### config.mk
export PLATFORM = sky130hd
export DESIGN_NAME = rfc_channel
export DESIGN_NICKNAME = d
export VERILOG_FILES = /design/src/hdl/rfc_pkg.sv /design/src/hdl/rfc_channel.sv /design/src/hdl/rfc_fixed_bank.sv /design/src/hdl/rfc_limiter.sv
export VERILOG_INCLUDE_DIRS = /design/src /design/src/hdl
export SDC_FILE = /design/constraint.sdc
export NUM_CORES = 1
export LEC_CHECK = 0
export BUFFER_PORTS_ARGS = -buffer_cell sky130_fd_sc_hd__buf_2
export CORE_ASPECT_RATIO = 2
export CORE_MARGIN = 2
export CORE_UTILIZATION = 65
export DETAILED_ROUTE_END_ITERATION = 6
export GPL_ROUTABILITY_DRIVEN = 0
export PLACE_DENSITY = 0.88
export SYNTH_ARGS = -nofsm -noshare
export SYNTH_HDL_FRONTEND = slang
export SYNTH_HIERARCHICAL = 1
export SYNTH_SLANG_ARGS = --single-unit
### constraint.sdc
create_clock -name clk -period 29.6 [get_ports clk]
set_clock_uncertainty 0.05 [all_clocks]
set_input_delay 5.92 -clock clk [delete_from_list [all_inputs] [get_ports clk]]
set_output_delay 5.92 -clock clk [all_outputs]
set_load 0.005 [all_outputs]
### src/hdl/rfc_map.svh
`ifndef RFC_MAP_SVH
`define RFC_MAP_SVH

// --------------------
// Clock and timing
// --------------------
`define RFC_CLK_PERIOD_NS   10
// Motor potentiometer step interval in ms while a key is held
`define RFC_POT_STEP_MS     10
`define RFC_POT_TICK_CYCLES ((`RFC_POT_STEP_MS * 1000000) / `RFC_CLK_PERIOD_NS)
// Motor potentiometer step size in 0.01 Hz
`define RFC_POT_STEP        10

// --------------------
// Repetition frequency input modes
// --------------------
`define RFC_RPT_SINGLE      8'd20
`define RFC_RPT_DOUBLE      8'd21

// --------------------
// Fixed frequency reset values in 0.01 Hz
// --------------------
`define RFC_FIX1_RST        0
`define RFC_FIX2_RST        1000
`define RFC_FIX3_RST        2500
`define RFC_FIX4_RST        5000
`define RFC_FIX5_RST        500
`define RFC_FIX6_RST        1000
`define RFC_FIX7_RST        2500
`define RFC_FIX8_RST        5000

// --------------------
// Pin synchroniser bit positions
// --------------------
`define RFC_PIN_FIX_LSB     0
`define RFC_PIN_KEY_UP      3
`define RFC_PIN_KEY_DN      4
`define RFC_PIN_POT_UP      5
`define RFC_PIN_POT_DN      6
`define RFC_PIN_COUNT       7

`endif

### src/hdl/rfc_pkg.sv
package rfc_pkg;

    // --------------------
    // Source selector codes
    // --------------------
    typedef logic [11:0] rfc_code_t;

    typedef enum logic [11:0] {
        RFC_SRC_ZERO   = 12'h000,
        RFC_SRC_AIN1   = 12'h001,
        RFC_SRC_AIN2   = 12'h002,
        RFC_SRC_FIXED  = 12'h003,
        RFC_SRC_MOTPOT = 12'h004,
        RFC_SRC_KEYPAD = 12'h005,
        RFC_SRC_RPTF   = 12'h00a,
        RFC_SRC_FBUS   = 12'h014,
        RFC_SRC_TECH   = 12'h01e,
        RFC_SRC_GEAR   = 12'h028,
        RFC_SRC_PLC1   = 12'h9c5,
        RFC_SRC_PLC2   = 12'h9c6
    } rfc_src_t;

    // --------------------
    // Sign post-processing modes
    // --------------------
    typedef enum logic [1:0] {
        RFC_SIGN_OFF  = 2'h0,
        RFC_SIGN_BOTH = 2'h1,
        RFC_SIGN_POS  = 2'h2,
        RFC_SIGN_INV  = 2'h3
    } rfc_sign_t;

endpackage : rfc_pkg

### src/hdl/rfc_channel.sv
// How it works
// RULE_01 - Output sum of two selected source values
// RULE_02 - Same code on both selectors counts once
// RULE_03 - Code 0 contributes zero
// RULE_04 - Code 1 analog input one, selector1 default
// RULE_05 - Code 2 analog input two, must be analog
// RULE_06 - Code 3 fixed frequency from changeover signals
// RULE_07 - Code 5 keypad up/down value, selector2 default
// RULE_08 - Code 10 repetition frequency, modes 20/21 only
// RULE_09 - Code 30 technology controller, switches it on
// RULE_10 - Code 40 electronic gear, switches gear on
// RULE_11 - Codes 2501/2502 logic block frequency outputs
// RULE_12 - Apply limits, blocking frequencies, hysteresis
// RULE_13 - Lock keypad by avoiding code 5 on both
// RULE_14 - Same behaviour in every control configuration
// RULE_15 - Sign mode: off, both, positive, inverted
// RULE_16 - Changeover pattern picks one of eight fixed
// RULE_17 - Code 20 fieldbus, code 4 digital potentiometer
// RULE_18 - Unlisted codes zero, recomputed every cycle
`timescale 1ns/100ps
`default_nettype none
`include "rfc_map.svh"

module rfc_channel #(
    parameter int FW              = 18,
    parameter int POT_TICK_CYCLES = `RFC_POT_TICK_CYCLES
) (
    input  wire logic                clk,
    input  wire logic                rst_n,
    input  wire rfc_pkg::rfc_code_t  src1_sel,
    input  wire rfc_pkg::rfc_code_t  src2_sel,
    input  wire rfc_pkg::rfc_sign_t  sign_mode,
    input  wire logic [FW-1:0]       analog_input_one_value,
    input  wire logic                ain1_is_analog,
    input  wire logic [FW-1:0]       analog_input_two_value,
    input  wire logic                ain2_is_analog,
    input  wire logic                fix_wr_en,
    input  wire logic [2:0]          fix_wr_addr,
    input  wire logic [FW-1:0]       fix_wr_data,
    input  wire logic [2:0]          fix_change_pin,
    input  wire logic                key_up_pin,
    input  wire logic                key_down_pin,
    input  wire logic                pot_up_pin,
    input  wire logic                pot_down_pin,
    input  wire logic [FW-1:0]       second_digital_input,
    input  wire logic [7:0]          second_digital_input_mode,
    input  wire logic [FW-1:0]       fieldbus_ref,
    input  wire logic [FW-1:0]       techctl_value,
    input  wire logic [FW-1:0]       gear_value,
    input  wire logic [FW-1:0]       plc_freq_one,
    input  wire logic [FW-1:0]       plc_freq_two,
    input  wire logic [FW-1:0]       min_freq,
    input  wire logic [FW-1:0]       max_freq,
    input  wire logic [FW-1:0]       block_freq_one,
    input  wire logic [FW-1:0]       block_freq_two,
    input  wire logic [FW-1:0]       freq_hyst,
    output var  logic [FW-1:0]       freq_ref,
    output var  logic                techctl_on,
    output var  logic                gear_on,
    output var  logic                keypad_in_use
);
    import rfc_pkg::*;

    localparam int NP = `RFC_PIN_COUNT;

    // ------------------------------------------------------------------
    // State
    // ------------------------------------------------------------------
    typedef struct packed {
        logic [NP-1:0] s1;
        logic [NP-1:0] s2;
        logic [NP-1:0] s3;
        logic [NP-1:0] flt;
        logic [31:0]   tick;
        logic [FW-1:0] key_pot;
        logic [FW-1:0] dig_pot;
        logic [FW:0]   sum;
        logic [FW-1:0] post;
        logic          off;
        logic          techctl;
        logic          gear;
        logic          keypad;
    } rfc_state_t;

    rfc_state_t    q, d;
    logic [FW-1:0] fix_value;
    logic [2:0]    fix_index;
    logic [NP-1:0] pins;
    logic          tick_hit;

    // Refuse widths that cannot hold +/-999.99 Hz in 0.01 Hz steps
    if (FW < 18 || FW > 30) begin : g_bad_fw
        $error("rfc_channel: FW out of range");
    end
    if (POT_TICK_CYCLES < 1) begin : g_bad_tick
        $error("rfc_channel: bad tick count");
    end

    // ------------------------------------------------------------------
    // Helpers
    // ------------------------------------------------------------------

    // Pins arrive as {co3,co2,co1}, so changeover 1 is bit 0
    function automatic logic [2:0] fix_decode(input logic [2:0] co);
        case (co)                                           // [RULE_16]
            3'b000:  fix_decode = 3'h0;
            3'b001:  fix_decode = 3'h1;
            3'b011:  fix_decode = 3'h2;
            3'b010:  fix_decode = 3'h3;
            3'b110:  fix_decode = 3'h4;
            3'b111:  fix_decode = 3'h5;
            3'b101:  fix_decode = 3'h6;
            3'b100:  fix_decode = 3'h7;
            default: fix_decode = 3'h0;
        endcase
    endfunction : fix_decode

    // Up/down ramp, held inside +/- max frequency
    function automatic logic [FW-1:0] pot_step(
        input logic [FW-1:0] cur,
        input logic          up,
        input logic          dn,
        input logic [FW-1:0] lim
    );
        logic signed [FW:0] v;
        logic signed [FW:0] hi;
        v  = {cur[FW-1], cur};
        hi = {1'b0, lim};
        if (up && !dn) v = v + (FW+1)'(`RFC_POT_STEP);
        if (dn && !up) v = v - (FW+1)'(`RFC_POT_STEP);
        if (v > hi) v = hi;
        if (v < -hi) v = -hi;
        pot_step = v[FW-1:0];
    endfunction : pot_step

    // Sign-extended value of one selector code
    function automatic logic [FW:0] src_value(input logic [11:0] code);
        logic [FW-1:0] v;
        v = '0;
        case (code)
            RFC_SRC_ZERO:   v = '0;                         // [RULE_03]
            RFC_SRC_AIN1:                                   // [RULE_04]
                v = ain1_is_analog ? analog_input_one_value : '0;
            RFC_SRC_AIN2:                                   // [RULE_05]
                v = ain2_is_analog ? analog_input_two_value : '0;
            RFC_SRC_FIXED:  v = fix_value;                  // [RULE_06]
            RFC_SRC_MOTPOT: v = q.dig_pot;                  // [RULE_17]
            RFC_SRC_KEYPAD: v = q.key_pot;                  // [RULE_07]
            RFC_SRC_RPTF: begin                             // [RULE_08]
                if (second_digital_input_mode == `RFC_RPT_SINGLE ||
                    second_digital_input_mode == `RFC_RPT_DOUBLE) begin
                    v = second_digital_input;
                end
            end
            RFC_SRC_FBUS:   v = fieldbus_ref;               // [RULE_17]
            RFC_SRC_TECH:   v = techctl_value;              // [RULE_09]
            RFC_SRC_GEAR:   v = gear_value;                 // [RULE_10]
            RFC_SRC_PLC1:   v = plc_freq_one;               // [RULE_11]
            RFC_SRC_PLC2:   v = plc_freq_two;               // [RULE_11]
            default:        v = '0;                         // [RULE_18]
        endcase
        src_value = {v[FW-1], v};
    endfunction : src_value

    // Saturate a wide signed value to +/- limit
    function automatic logic [FW-1:0] sat(
        input logic [FW:0]   v,
        input logic [FW-1:0] lim
    );
        logic signed [FW:0] sv;
        logic signed [FW:0] hi;
        sv = v;
        hi = {1'b0, lim};
        if (sv > hi) sv = hi;
        if (sv < -hi) sv = -hi;
        sat = sv[FW-1:0];
    endfunction : sat

    // ------------------------------------------------------------------
    // Pin gathering
    // ------------------------------------------------------------------

    // Outside pins enter one synchroniser chain
    always_comb begin
        pins = '0;
        pins[`RFC_PIN_FIX_LSB +: 3] = fix_change_pin;
        pins[`RFC_PIN_KEY_UP]       = key_up_pin;
        pins[`RFC_PIN_KEY_DN]       = key_down_pin;
        pins[`RFC_PIN_POT_UP]       = pot_up_pin;
        pins[`RFC_PIN_POT_DN]       = pot_down_pin;
    end

    assign fix_index = fix_decode(q.flt[`RFC_PIN_FIX_LSB +: 3]);
    assign tick_hit  = (q.tick == 32'(POT_TICK_CYCLES - 1));

    // ------------------------------------------------------------------
    // Fixed frequency store
    // ------------------------------------------------------------------
    rfc_fixed_bank #(
        .W (FW)
    ) u_fixed (
        .clk     (clk),
        .rst_n   (rst_n),
        .wr_en   (fix_wr_en),
        .wr_addr (fix_wr_addr),
        .wr_data (fix_wr_data),
        .rd_addr (fix_index),                               // [RULE_06]
        .rd_data (fix_value)
    );

    // ------------------------------------------------------------------
    // Next state
    // ------------------------------------------------------------------

    // No configuration input exists, so every configuration sees one path
    always_comb begin                                       // [RULE_14]
        logic [FW:0] v1;
        logic [FW:0] v2;
        d  = q;
        v1 = src_value(src1_sel);
        v2 = src_value(src2_sel);

        // Three-stage synchroniser; a level counts once stages 2 and 3 agree
        d.s1 = pins;
        d.s2 = q.s1;
        d.s3 = q.s2;
        for (int i = 0; i < NP; i++) begin
            if (q.s2[i] == q.s3[i]) d.flt[i] = q.s3[i];
        end

        // Free-running step timer; ramps move once per interval
        d.tick = tick_hit ? '0 : q.tick + 32'h1;
        if (tick_hit) begin
            d.key_pot = pot_step(q.key_pot, q.flt[`RFC_PIN_KEY_UP],
                                 q.flt[`RFC_PIN_KEY_DN], max_freq); // [RULE_07]
            d.dig_pot = pot_step(q.dig_pot, q.flt[`RFC_PIN_POT_UP],
                                 q.flt[`RFC_PIN_POT_DN], max_freq); // [RULE_17]
        end

        // Summing point, a shared code is taken once, every cycle
        if (src1_sel == src2_sel) begin
            d.sum = v1;                                     // [RULE_02]
        end else begin
            d.sum = v1 + v2;                                // [RULE_01] [RULE_18]
        end

        // Sign post-processing before the limiter
        d.off = 1'b0;
        case (sign_mode)                                    // [RULE_15]
            RFC_SIGN_OFF: begin
                d.post = '0;
                d.off  = 1'b1;
            end
            RFC_SIGN_BOTH: d.post = sat(q.sum, max_freq);
            RFC_SIGN_POS: begin
                d.post = q.sum[FW] ? '0 : sat(q.sum, max_freq);
            end
            RFC_SIGN_INV: d.post = FW'(-sat(q.sum, max_freq));
            default: d.post = '0;
        endcase

        // Functions driven by the selector choice
        d.techctl = (src1_sel == RFC_SRC_TECH) ||
                    (src2_sel == RFC_SRC_TECH);             // [RULE_09]
        d.gear    = (src1_sel == RFC_SRC_GEAR) ||
                    (src2_sel == RFC_SRC_GEAR);             // [RULE_10]
        // Keypad lock is simply neither selector on the keypad code
        d.keypad  = (src1_sel == RFC_SRC_KEYPAD) ||
                    (src2_sel == RFC_SRC_KEYPAD);           // [RULE_13]
    end

    // ------------------------------------------------------------------
    // State register
    // ------------------------------------------------------------------
    always_ff @(posedge clk or negedge rst_n) begin
        if (!rst_n) begin
            q <= '0;
        end else begin
            q <= d;
        end
    end

    // ------------------------------------------------------------------
    // Limits, blocking frequencies and hysteresis
    // ------------------------------------------------------------------
    rfc_limiter #(
        .FW (FW)
    ) u_limit (
        .clk      (clk),
        .rst_n    (rst_n),
        .ref_in   (q.post),
        .off      (q.off),
        .min_freq (min_freq),
        .max_freq (max_freq),
        .block1   (block_freq_one),
        .block2   (block_freq_two),
        .hyst     (freq_hyst),
        .ref_out  (freq_ref)                                // [RULE_12]
    );

    // Status outputs straight from flip-flops
    assign techctl_on    = q.techctl;
    assign gear_on       = q.gear;
    assign keypad_in_use = q.keypad;

endmodule : rfc_channel
`default_nettype wire

### src/hdl/rfc_fixed_bank.sv
`timescale 1ns/100ps
`default_nettype none
`include "rfc_map.svh"

module rfc_fixed_bank #(
    parameter int W = 18
) (
    input  wire logic         clk,
    input  wire logic         rst_n,
    input  wire logic         wr_en,
    input  wire logic [2:0]   wr_addr,
    input  wire logic [W-1:0] wr_data,
    input  wire logic [2:0]   rd_addr,
    output var  logic [W-1:0] rd_data
);
    import rfc_pkg::*;

    // ------------------------------------------------------------------
    // State
    // ------------------------------------------------------------------
    typedef struct packed {
        logic [7:0][W-1:0] mem;
        logic [W-1:0]      rdata;
    } rfc_bank_t;

    rfc_bank_t q, d;

    if (W < 16 || W > 30) begin : g_bad_w
        $error("rfc_fixed_bank: W out of range");
    end

    // Read sees the contents before this cycle's write, data registered one cycle after the address
    always_comb begin
        d = q;
        if (wr_en) begin
            d.mem[wr_addr] = wr_data;
        end
        d.rdata = q.mem[rd_addr];
    end

    // Reset loads the factory fixed frequencies
    always_ff @(posedge clk or negedge rst_n) begin
        if (!rst_n) begin
            q.mem[0] <= W'(`RFC_FIX1_RST);
            q.mem[1] <= W'(`RFC_FIX2_RST);
            q.mem[2] <= W'(`RFC_FIX3_RST);
            q.mem[3] <= W'(`RFC_FIX4_RST);
            q.mem[4] <= W'(`RFC_FIX5_RST);
            q.mem[5] <= W'(`RFC_FIX6_RST);
            q.mem[6] <= W'(`RFC_FIX7_RST);
            q.mem[7] <= W'(`RFC_FIX8_RST);
            q.rdata  <= '0;
        end else begin
            q <= d;
        end
    end

    assign rd_data = q.rdata;

endmodule : rfc_fixed_bank
`default_nettype wire

### src/hdl/rfc_limiter.sv
`timescale 1ns/100ps
`default_nettype none

module rfc_limiter #(
    parameter int FW = 18
) (
    input  wire logic          clk,
    input  wire logic          rst_n,
    input  wire logic [FW-1:0] ref_in,
    input  wire logic          off,
    input  wire logic [FW-1:0] min_freq,
    input  wire logic [FW-1:0] max_freq,
    input  wire logic [FW-1:0] block1,
    input  wire logic [FW-1:0] block2,
    input  wire logic [FW-1:0] hyst,
    output var  logic [FW-1:0] ref_out
);
    import rfc_pkg::*;

    typedef struct packed {
        logic [FW-1:0] out;
    } rfc_lim_t;

    rfc_lim_t q, d;

    if (FW < 16 || FW > 30) begin : g_bad_fw
        $error("rfc_limiter: FW out of range");
    end

    // Two's complement magnitude, min value cannot occur after clamping
    function automatic logic [FW-1:0] mag_of(input logic [FW-1:0] v);
        mag_of = v[FW-1] ? FW'(-v) : v;
    endfunction : mag_of

    // Skip a band around a blocking frequency; side follows last output
    function automatic logic [FW-1:0] skip_band(
        input logic [FW-1:0] m,
        input logic [FW-1:0] prev,
        input logic [FW-1:0] b,
        input logic [FW-1:0] h
    );
        logic [FW:0] lo;
        logic [FW:0] hi;
        lo = ({1'b0, b} > {1'b0, h}) ? {1'b0, b} - {1'b0, h} : '0;
        hi = {1'b0, b} + {1'b0, h};
        skip_band = m;
        if (b != '0 && {1'b0, m} > lo && {1'b0, m} < hi) begin
            skip_band = (prev >= b) ? hi[FW-1:0] : lo[FW-1:0];
        end
    endfunction : skip_band

    // Limits, then blocking bands with hysteresis, then sign back on
    always_comb begin
        logic [FW-1:0] m;
        logic          neg;
        m   = mag_of(ref_in);
        neg = ref_in[FW-1];
        d   = q;
        if (m > max_freq) m = max_freq;                     // [RULE_12]
        if (m < min_freq) m = min_freq;                     // [RULE_12]
        m = skip_band(m, mag_of(q.out), block1, hyst);      // [RULE_12]
        m = skip_band(m, mag_of(q.out), block2, hyst);      // [RULE_12]
        d.out = off ? '0 : (neg ? FW'(-m) : m);
    end

    always_ff @(posedge clk or negedge rst_n) begin
        if (!rst_n) begin
            q <= '0;
        end else begin
            q <= d;
        end
    end

    assign ref_out = q.out;

endmodule : rfc_limiter
`default_nettype wire

==> results, run 1 <==
- The number of levels the H-tree was split into is 1.
- The height of the chip is 321 um.
- The maximum root-to-sink buffer count is 3.
- When the netlist entered floorplanning its net count stood at approximately 4400.
- The die is 163 um wide.
- The first error in the log reads "[ERROR GRT-0116] Global routing finished with congestion. Check the congestion regions in the DRC Viewer".
- The fraction of synthesis flops using an asynchronous set or reset pin is 1.00.
- The unique cell type count in the Yosys netlist is 112.
- 322 I/O pins were placed.
- After synthesis, the cell types taking the most area are sky130_fd_sc_hd__dfrtp_1, sky130_fd_sc_hd__ha_1, sky130_fd_sc_hd__mux2_2.
- The cell accounting for the most synthesized area is sky130_fd_sc_hd__dfrtp_1.
- The total global-route track usage is 0.582.
- Yosys mapped a number of flops with a built-in enable equal to 0.
- The number of gates given a new drive strength after cts is 0.
- The mean area per synthesized cell is slightly below 9 sq um.
- The first global-routing pass estimated 227000 um of wire.
- The effective utilization at floorplan is 0.656.
- Counting the buffers created by CTS gives 28.
- The synthesized design contains 317 register bits.
- Summing all placed instances gives a cell area of 34600 sq um.
- The mapped cell area is between 30000 and 40000 sq um.
- In the synthesized netlist the dominant register cell turns out to be sky130_fd_sc_hd__dfrtp_1.
- The number of global-route vias before repair is between 30000 and 40000.
- Of the post-synthesis cell area, the dominant cell type holds 0.213.
- The synthesis warning total is 6.
- The share of synthesized area occupied by flip-flops and latches is 0.244.
- The CTS root buffer is sky130_fd_sc_hd__clkbuf_16.
- The floorplan has 116 rows.
- The post-detailed-placement half-perimeter wirelength is 98500 um.
- The hold buffer count at cts is 0.
- Buffers placed on the I/O ports in this run total 320.
- The flow stopped in 5_1_grt.
- The run stopped with a tool error.
- Entering global routing, the biggest net connects 130 pins.
- For this run the aggregate overflow at the end of global routing stands at 44.
- Synthesis produced around 3800 cells.
- The TritonCTS sink count is 317.
- Post-CTS timing repair inserted 0 buffers for setup.
Yosys cell counts, types with 15 or more instances:
cell type                  instances
sky130_fd_sc_hd__nand3_1         137
sky130_fd_sc_hd__and3_1           22
sky130_fd_sc_hd__xnor2_1         161
sky130_fd_sc_hd__or2_2            22
sky130_fd_sc_hd__nor2b_1          25
sky130_fd_sc_hd__o21ai_0         196
sky130_fd_sc_hd__nand4_1          96
sky130_fd_sc_hd__or3_1            29
sky130_fd_sc_hd__o211ai_1         17
sky130_fd_sc_hd__nor2_1          253
sky130_fd_sc_hd__and2_1           20
sky130_fd_sc_hd__a21oi_1         239
sky130_fd_sc_hd__a21o_1           62
sky130_fd_sc_hd__a31oi_1          23
sky130_fd_sc_hd__buf_1            15
sky130_fd_sc_hd__xor2_1           49
sky130_fd_sc_hd__clkbuf_1        122
sky130_fd_sc_hd__a32oi_1          21
sky130_fd_sc_hd__mux4_2           36
sky130_fd_sc_hd__buf_4            27
sky130_fd_sc_hd__o21bai_1         15
sky130_fd_sc_hd__mux2i_1          76
sky130_fd_sc_hd__a222oi_1         35
sky130_fd_sc_hd__a22o_1           36
sky130_fd_sc_hd__nor4_1           36
sky130_fd_sc_hd__a221oi_1         44
sky130_fd_sc_hd__o21a_1           28
sky130_fd_sc_hd__a211oi_1         24
sky130_fd_sc_hd__mux2_2          231
sky130_fd_sc_hd__nand4b_1         17
sky130_fd_sc_hd__o31ai_1          38
sky130_fd_sc_hd__nor3_1           67
sky130_fd_sc_hd__o22ai_1          30
sky130_fd_sc_hd__ha_1            349
sky130_fd_sc_hd__nand2_1         286
sky130_fd_sc_hd__buf_2            37
sky130_fd_sc_hd__inv_1           232
sky130_fd_sc_hd__dfstp_2          38
sky130_fd_sc_hd__nand2b_1         39
sky130_fd_sc_hd__dfrtp_1         279
per-stage QoR:
| stage | hold WS (ps) | cells | setup WS (ps) |
|---|---|---|---|
| floorplan | 281 | 3753 | 12600 |
| global placement | 281 | 4559 | 10580 |
| detailed placement | 285 | 4559 | 10380 |
| CTS | 299 | 4610 | 10960 |
logic make-up after synthesis:
group	share of synthesized area
AND/OR/NAND/NOR	0.175
multiplexers	0.132
buffers and inverters	0.0585
AO/OA/AOI/OAI	0.196
XOR/XNOR	0.0561
flip-flops	0.244
adder cells (fa/ha/maj)	0.138
metal layers:
layer	global-route usage	overflow
met2	0.803	12
met5	0.0783	0
met4	0.626	31
met1	0.547	0
met3	0.374	1
==> run 2: changes to the inputs <==
--- a/config.mk
+++ b/config.mk
@@ -7,12 +7,11 @@
 export NUM_CORES = 1
 export LEC_CHECK = 0
 export BUFFER_PORTS_ARGS = -buffer_cell sky130_fd_sc_hd__buf_2
-export CORE_ASPECT_RATIO = 2
 export CORE_MARGIN = 2
-export CORE_UTILIZATION = 65
+export CORE_UTILIZATION = 40
 export DETAILED_ROUTE_END_ITERATION = 6
 export GPL_ROUTABILITY_DRIVEN = 0
-export PLACE_DENSITY = 0.88
+export PLACE_DENSITY_LB_ADDON = 0.15
 export SYNTH_ARGS = -nofsm -noshare
 export SYNTH_HDL_FRONTEND = slang
 export SYNTH_HIERARCHICAL = 1
==> run 2 against run 1 <==
Effect of this change:
- the flow now finishes, with violations (design-rule violations)
- synthesized cell count is the same
- synthesized area stayed put
==> results, run 2 <==
- The placed instance area is 35100 sq um (+1.4%).
- The finished layout holds 5036 standard cells, fillers aside.
- The tightest min-delay check is of the reg -> reg type.
- The max-cap violation count is 0.
- The maximum fanout along the worst path is 37.
- The count of cells along the worst register-to-register path is between 40 and 50.
- For this design the static power due to leakage is 16.6 nW.
- The total overflow left after global routing is 0.
- The max-slew violation total from the final report was 0.
- The critical path launch point is max_freq[4].
- The standard-cell row count is 104 (-10%).
- The TritonCTS sink count is 317 (unchanged).
- The count of input and output buffers was 320 (unchanged).
- The final reports fail on design-rule violations.
- The kind of end point of the critical path is a flip-flop.
- For this design the total switching power over the nets is 0.000824 W.
- Leaving out fill and tap cells, the most frequent cell in the layout is sky130_fd_sc_hd__ha_1.
- The first global-routing pass estimated 180000 um of wire.
- The post-route cell area is around 36000 sq um.
- The required time at the worst-slack endpoint is 30020 ps.
- Setup total negative slack on the finished layout was measured at 0 ps.
- In the routed design, unresolved DRC markers number 4.
- After detailed routing, the number of vias per cell comes to 6.01.
- The number of nets produced by synthesis was 4408 (unchanged).
- The sequential power share is 0.286.
- The fraction of synthesis flops using an asynchronous set or reset pin is 1.00 (unchanged).
- The area enclosed by the die boundary is 84200 sq um.
- The biggest area contributor in the post-synthesis netlist is sky130_fd_sc_hd__dfrtp_1.
- In the final routed layout, each cell accounts on average for 24.0 um.
- For this run, the post-layout net count is between 4000 and 5000.
- The highest ir drop seen on vdd is a little over 0.00004 V.
- The core outline area is 80800 sq um.
- The internal power contribution is 0.00120 W.
- The sequential cells in the finished layout cover a total of roughly 8000 sq um.
- TritonCTS built the clock tree.
- The instance count after placement with tap cells included came to 4965 (+8.9%).
- The switching share of power is 0.407.
- Counting I/O delays and the setup requirement, the final critical path takes 19070 ps.
- The primary flip-flop cell chosen by synthesis mapping is sky130_fd_sc_hd__dfrtp_1.
- The share of synthesized area occupied by flip-flops and latches was 0.244 (unchanged).
- The number of DRC markers in iteration 0 is 3004.
- The flow ran to the end, but the final reports show violations.
- The width of the die is 290 um (+78%).
- The fraction of final layout cells with drive strength greater than 1 is 0.208.
- The final-report setup violation count is 0.
- The CTS root buffer is sky130_fd_sc_hd__clkbuf_16.
- The maximum root-to-sink buffer count is 3 (unchanged).
- The data arrival time at the worst-slack endpoint is roughly 20000 ps.
- The number of levels the H-tree was split into is 2 (+1).
- By startpoint and endpoint, the worst setup path is classified as in -> reg.
- The effective utilization at floorplan was 0.405 (-0.251).
- The slowest library cell on the worst path is sky130_fd_sc_hd__nor4_1.
- On the worst path, the slowest cell contributes a delay of just over 800 ps.
- The post-synthesis instance total is 3753 (unchanged).
- In the global route stage, overall resource usage came out at 0.278.
- For this run, the detailed router's first-pass iteration total came to 7.
- The startpoint of the most critical register-to-register path is q[6].
- The number of top-level pins is 322 (unchanged).
- The worst hold slack is 296 ps.
- The largest registers in the layout are u_fixed/q: 144 flops, q: 120 flops.
- The clock network latency to the later pin of the worst-skew pair is 560 ps.
- Across all register-to-register paths, the minimum setup slack is 14440 ps.
- The critical path startpoint category is an input pin.
- The post-detailed-placement half-perimeter wirelength is 96200 um (-2.3%).
- At the pin with the least slew margin, the transition time is 1140 ps.
- The number of buffers added by the clock tree synthesis step is 36 (+29%).
- The achievable frequency is around 52 MHz.
- The number of antenna violations at the first check in global routing came to 5.
- The number of gates given a new drive strength after cts came to 0 (unchanged).
- The number of flops mapped to enable cells by yosys is 0 (unchanged).
- The unique cell type count in the Yosys netlist is 112 (unchanged).
- The count of buffers added by post-CTS timing repair for setup is 0 (unchanged).
- Of the total power, the clock network draws 0.233.
- The clock slew seen by the registers of the worst setup and hold paths is 60 ps.
- Of the available clock period, the critical path in the final layout requires 0.644.
- The growth of design area from synthesis to finish is 11.0%.
- The library cell with the highest instance count after synthesis is sky130_fd_sc_hd__ha_1.
- In the layout the commonest cells are sky130_fd_sc_hd__ha_1, sky130_fd_sc_hd__buf_2, sky130_fd_sc_hd__nand2_1, sky130_fd_sc_hd__dfrtp_1, sky130_fd_sc_hd__nor2_1.
- The filler cell count is 8107.
- Setup repair after global routing left no endpoint under its margin.
- By count the netlist is led by sky130_fd_sc_hd__ha_1, sky130_fd_sc_hd__nand2_1, sky130_fd_sc_hd__dfrtp_1.
- Summing all multi-input logic gate instances after layout gives 23000 sq um.
- The area share of the leading cell type in the synthesized netlist came to 0.213 (unchanged).
- The mapped cell area is 32800 sq um (unchanged).
- The headroom to the max-slew limit is 0.243.
- The via total after detailed routing is 30300.
- The startpoint identified for the worst hold timing path is d[128].
- The synthesis-stage register bit count was 317 (unchanged).
- The mean area per synthesized cell was 8.73 sq um (unchanged).
- The endpoint of the most critical register-to-register path is u_limit/ref_out[14].
- The most numerous cell type found on the critical path is sky130_fd_sc_hd__ha_1.
- In this run the power density over the cells is 55.6 nW/um^2.
- The wire length after detailed routing is 121000 um.
- The combinational share of power is 0.481.
- Entering global routing, the biggest net connects roughly 170 pins.
- The number of global-route vias before repair is 28800.
- In this run the remaining antenna-violating nets after routing total 0.
- The height of the chip is 290 um (-9.7%).
- The largest register by flop count is u_fixed/q.
- The register with the most flip-flops in the layout has between 100 and 150 of them.
- The destination of the critical timing path is u_limit/ref_out[14].
- The hold buffer count at cts came to 0 (unchanged).
- Sorting the synthesized cells by area gives the leading types as sky130_fd_sc_hd__dfrtp_1, sky130_fd_sc_hd__ha_1, sky130_fd_sc_hd__mux2_2.
- The synthesis warning total came to 6 (unchanged).
- The hold violation total from the final report is 0.
==> run 2: critical path, delay by kind of cell <==
| kind | cells | cell delay [ps] |
|---|---|---|
| buf+inv | 7 | 1660 |
| simple gates | 10 | 3200 |
| fa+ha+maj | 5 | 1560 |
| compound gates | 19 | 5400 |
| mux | 4 | 1690 |
==> run 2: worst min-delay path by stage <==
stage             end  slack [ps]  cells past startpoint
6_report       d[121]         300                      0
5_1_grt        d[116]         300                      0
4_1_cts        d[121]         300                      0
3_5_place_dp   d[121]         290                      0
3_3_place_gp   d[116]         280                      0
2_1_floorplan  d[116]         280                      0
==> run 2: metal layers <==
layer / wire length, um / global-route usage
met2: 55400 / 0.459
met4: 6140 / 0.127
met3: 8110 / 0.0352
met1: 51200 / 0.363
met5: 26 / 0
==> run 2: through the flow <==
| step | power (W) | util | setup WS [ps] |
|---|---|---|---|
| finish | 0.00202 | 0.450 | 10530 |
| global route | 0.00215 | 0.450 | 9500 |
| CTS | 0.00203 | 0.450 | 10710 |
| detailed placement | 0.00154 | 0.435 | 10150 |
| global placement | 0.00153 | 0.435 | 10220 |
| floorplan | 0.00125 | - | 12600 |
==> run 2: logic make-up after synthesis <==
| logic type | share of synthesized area |
|---|---|
| AOI/OAI and AO/OA | 0.196 |
| xor gates and xnor gates | 0.0561 |
| adders and majority gates | 0.138 |
| buffers and inverters | 0.0585 |
| DFF | 0.244 |
| muxes | 0.132 |
| and+or+nand+nor | 0.175 |
==> run 2: area by class of cell <==
class                      count  area share
clock buffer                  46      0.0269
antenna                        6    0.000413
inverter                     232      0.0239
tap                         1060      0.0365
multi-input combinational   2990       0.632
timing repair buffer         366      0.0542
clock inverter                19     0.00695
sequential                   317       0.219
==> run 2: power by group through the flow <==
stage | logic [W] | clock network [W] | registers [W]
floorplan | 0.000707 | 0 | 0.000546
global placement | 0.000950 | 0 | 0.000582
detailed placement | 0.000959 | 0 | 0.000581
CTS | 0.000964 | 0.000485 | 0.000576
global route | 0.00107 | 0.000502 | 0.000585
finish | 0.000974 | 0.000471 | 0.000579
No activity file was read; power rests on OpenSTA's default activity.
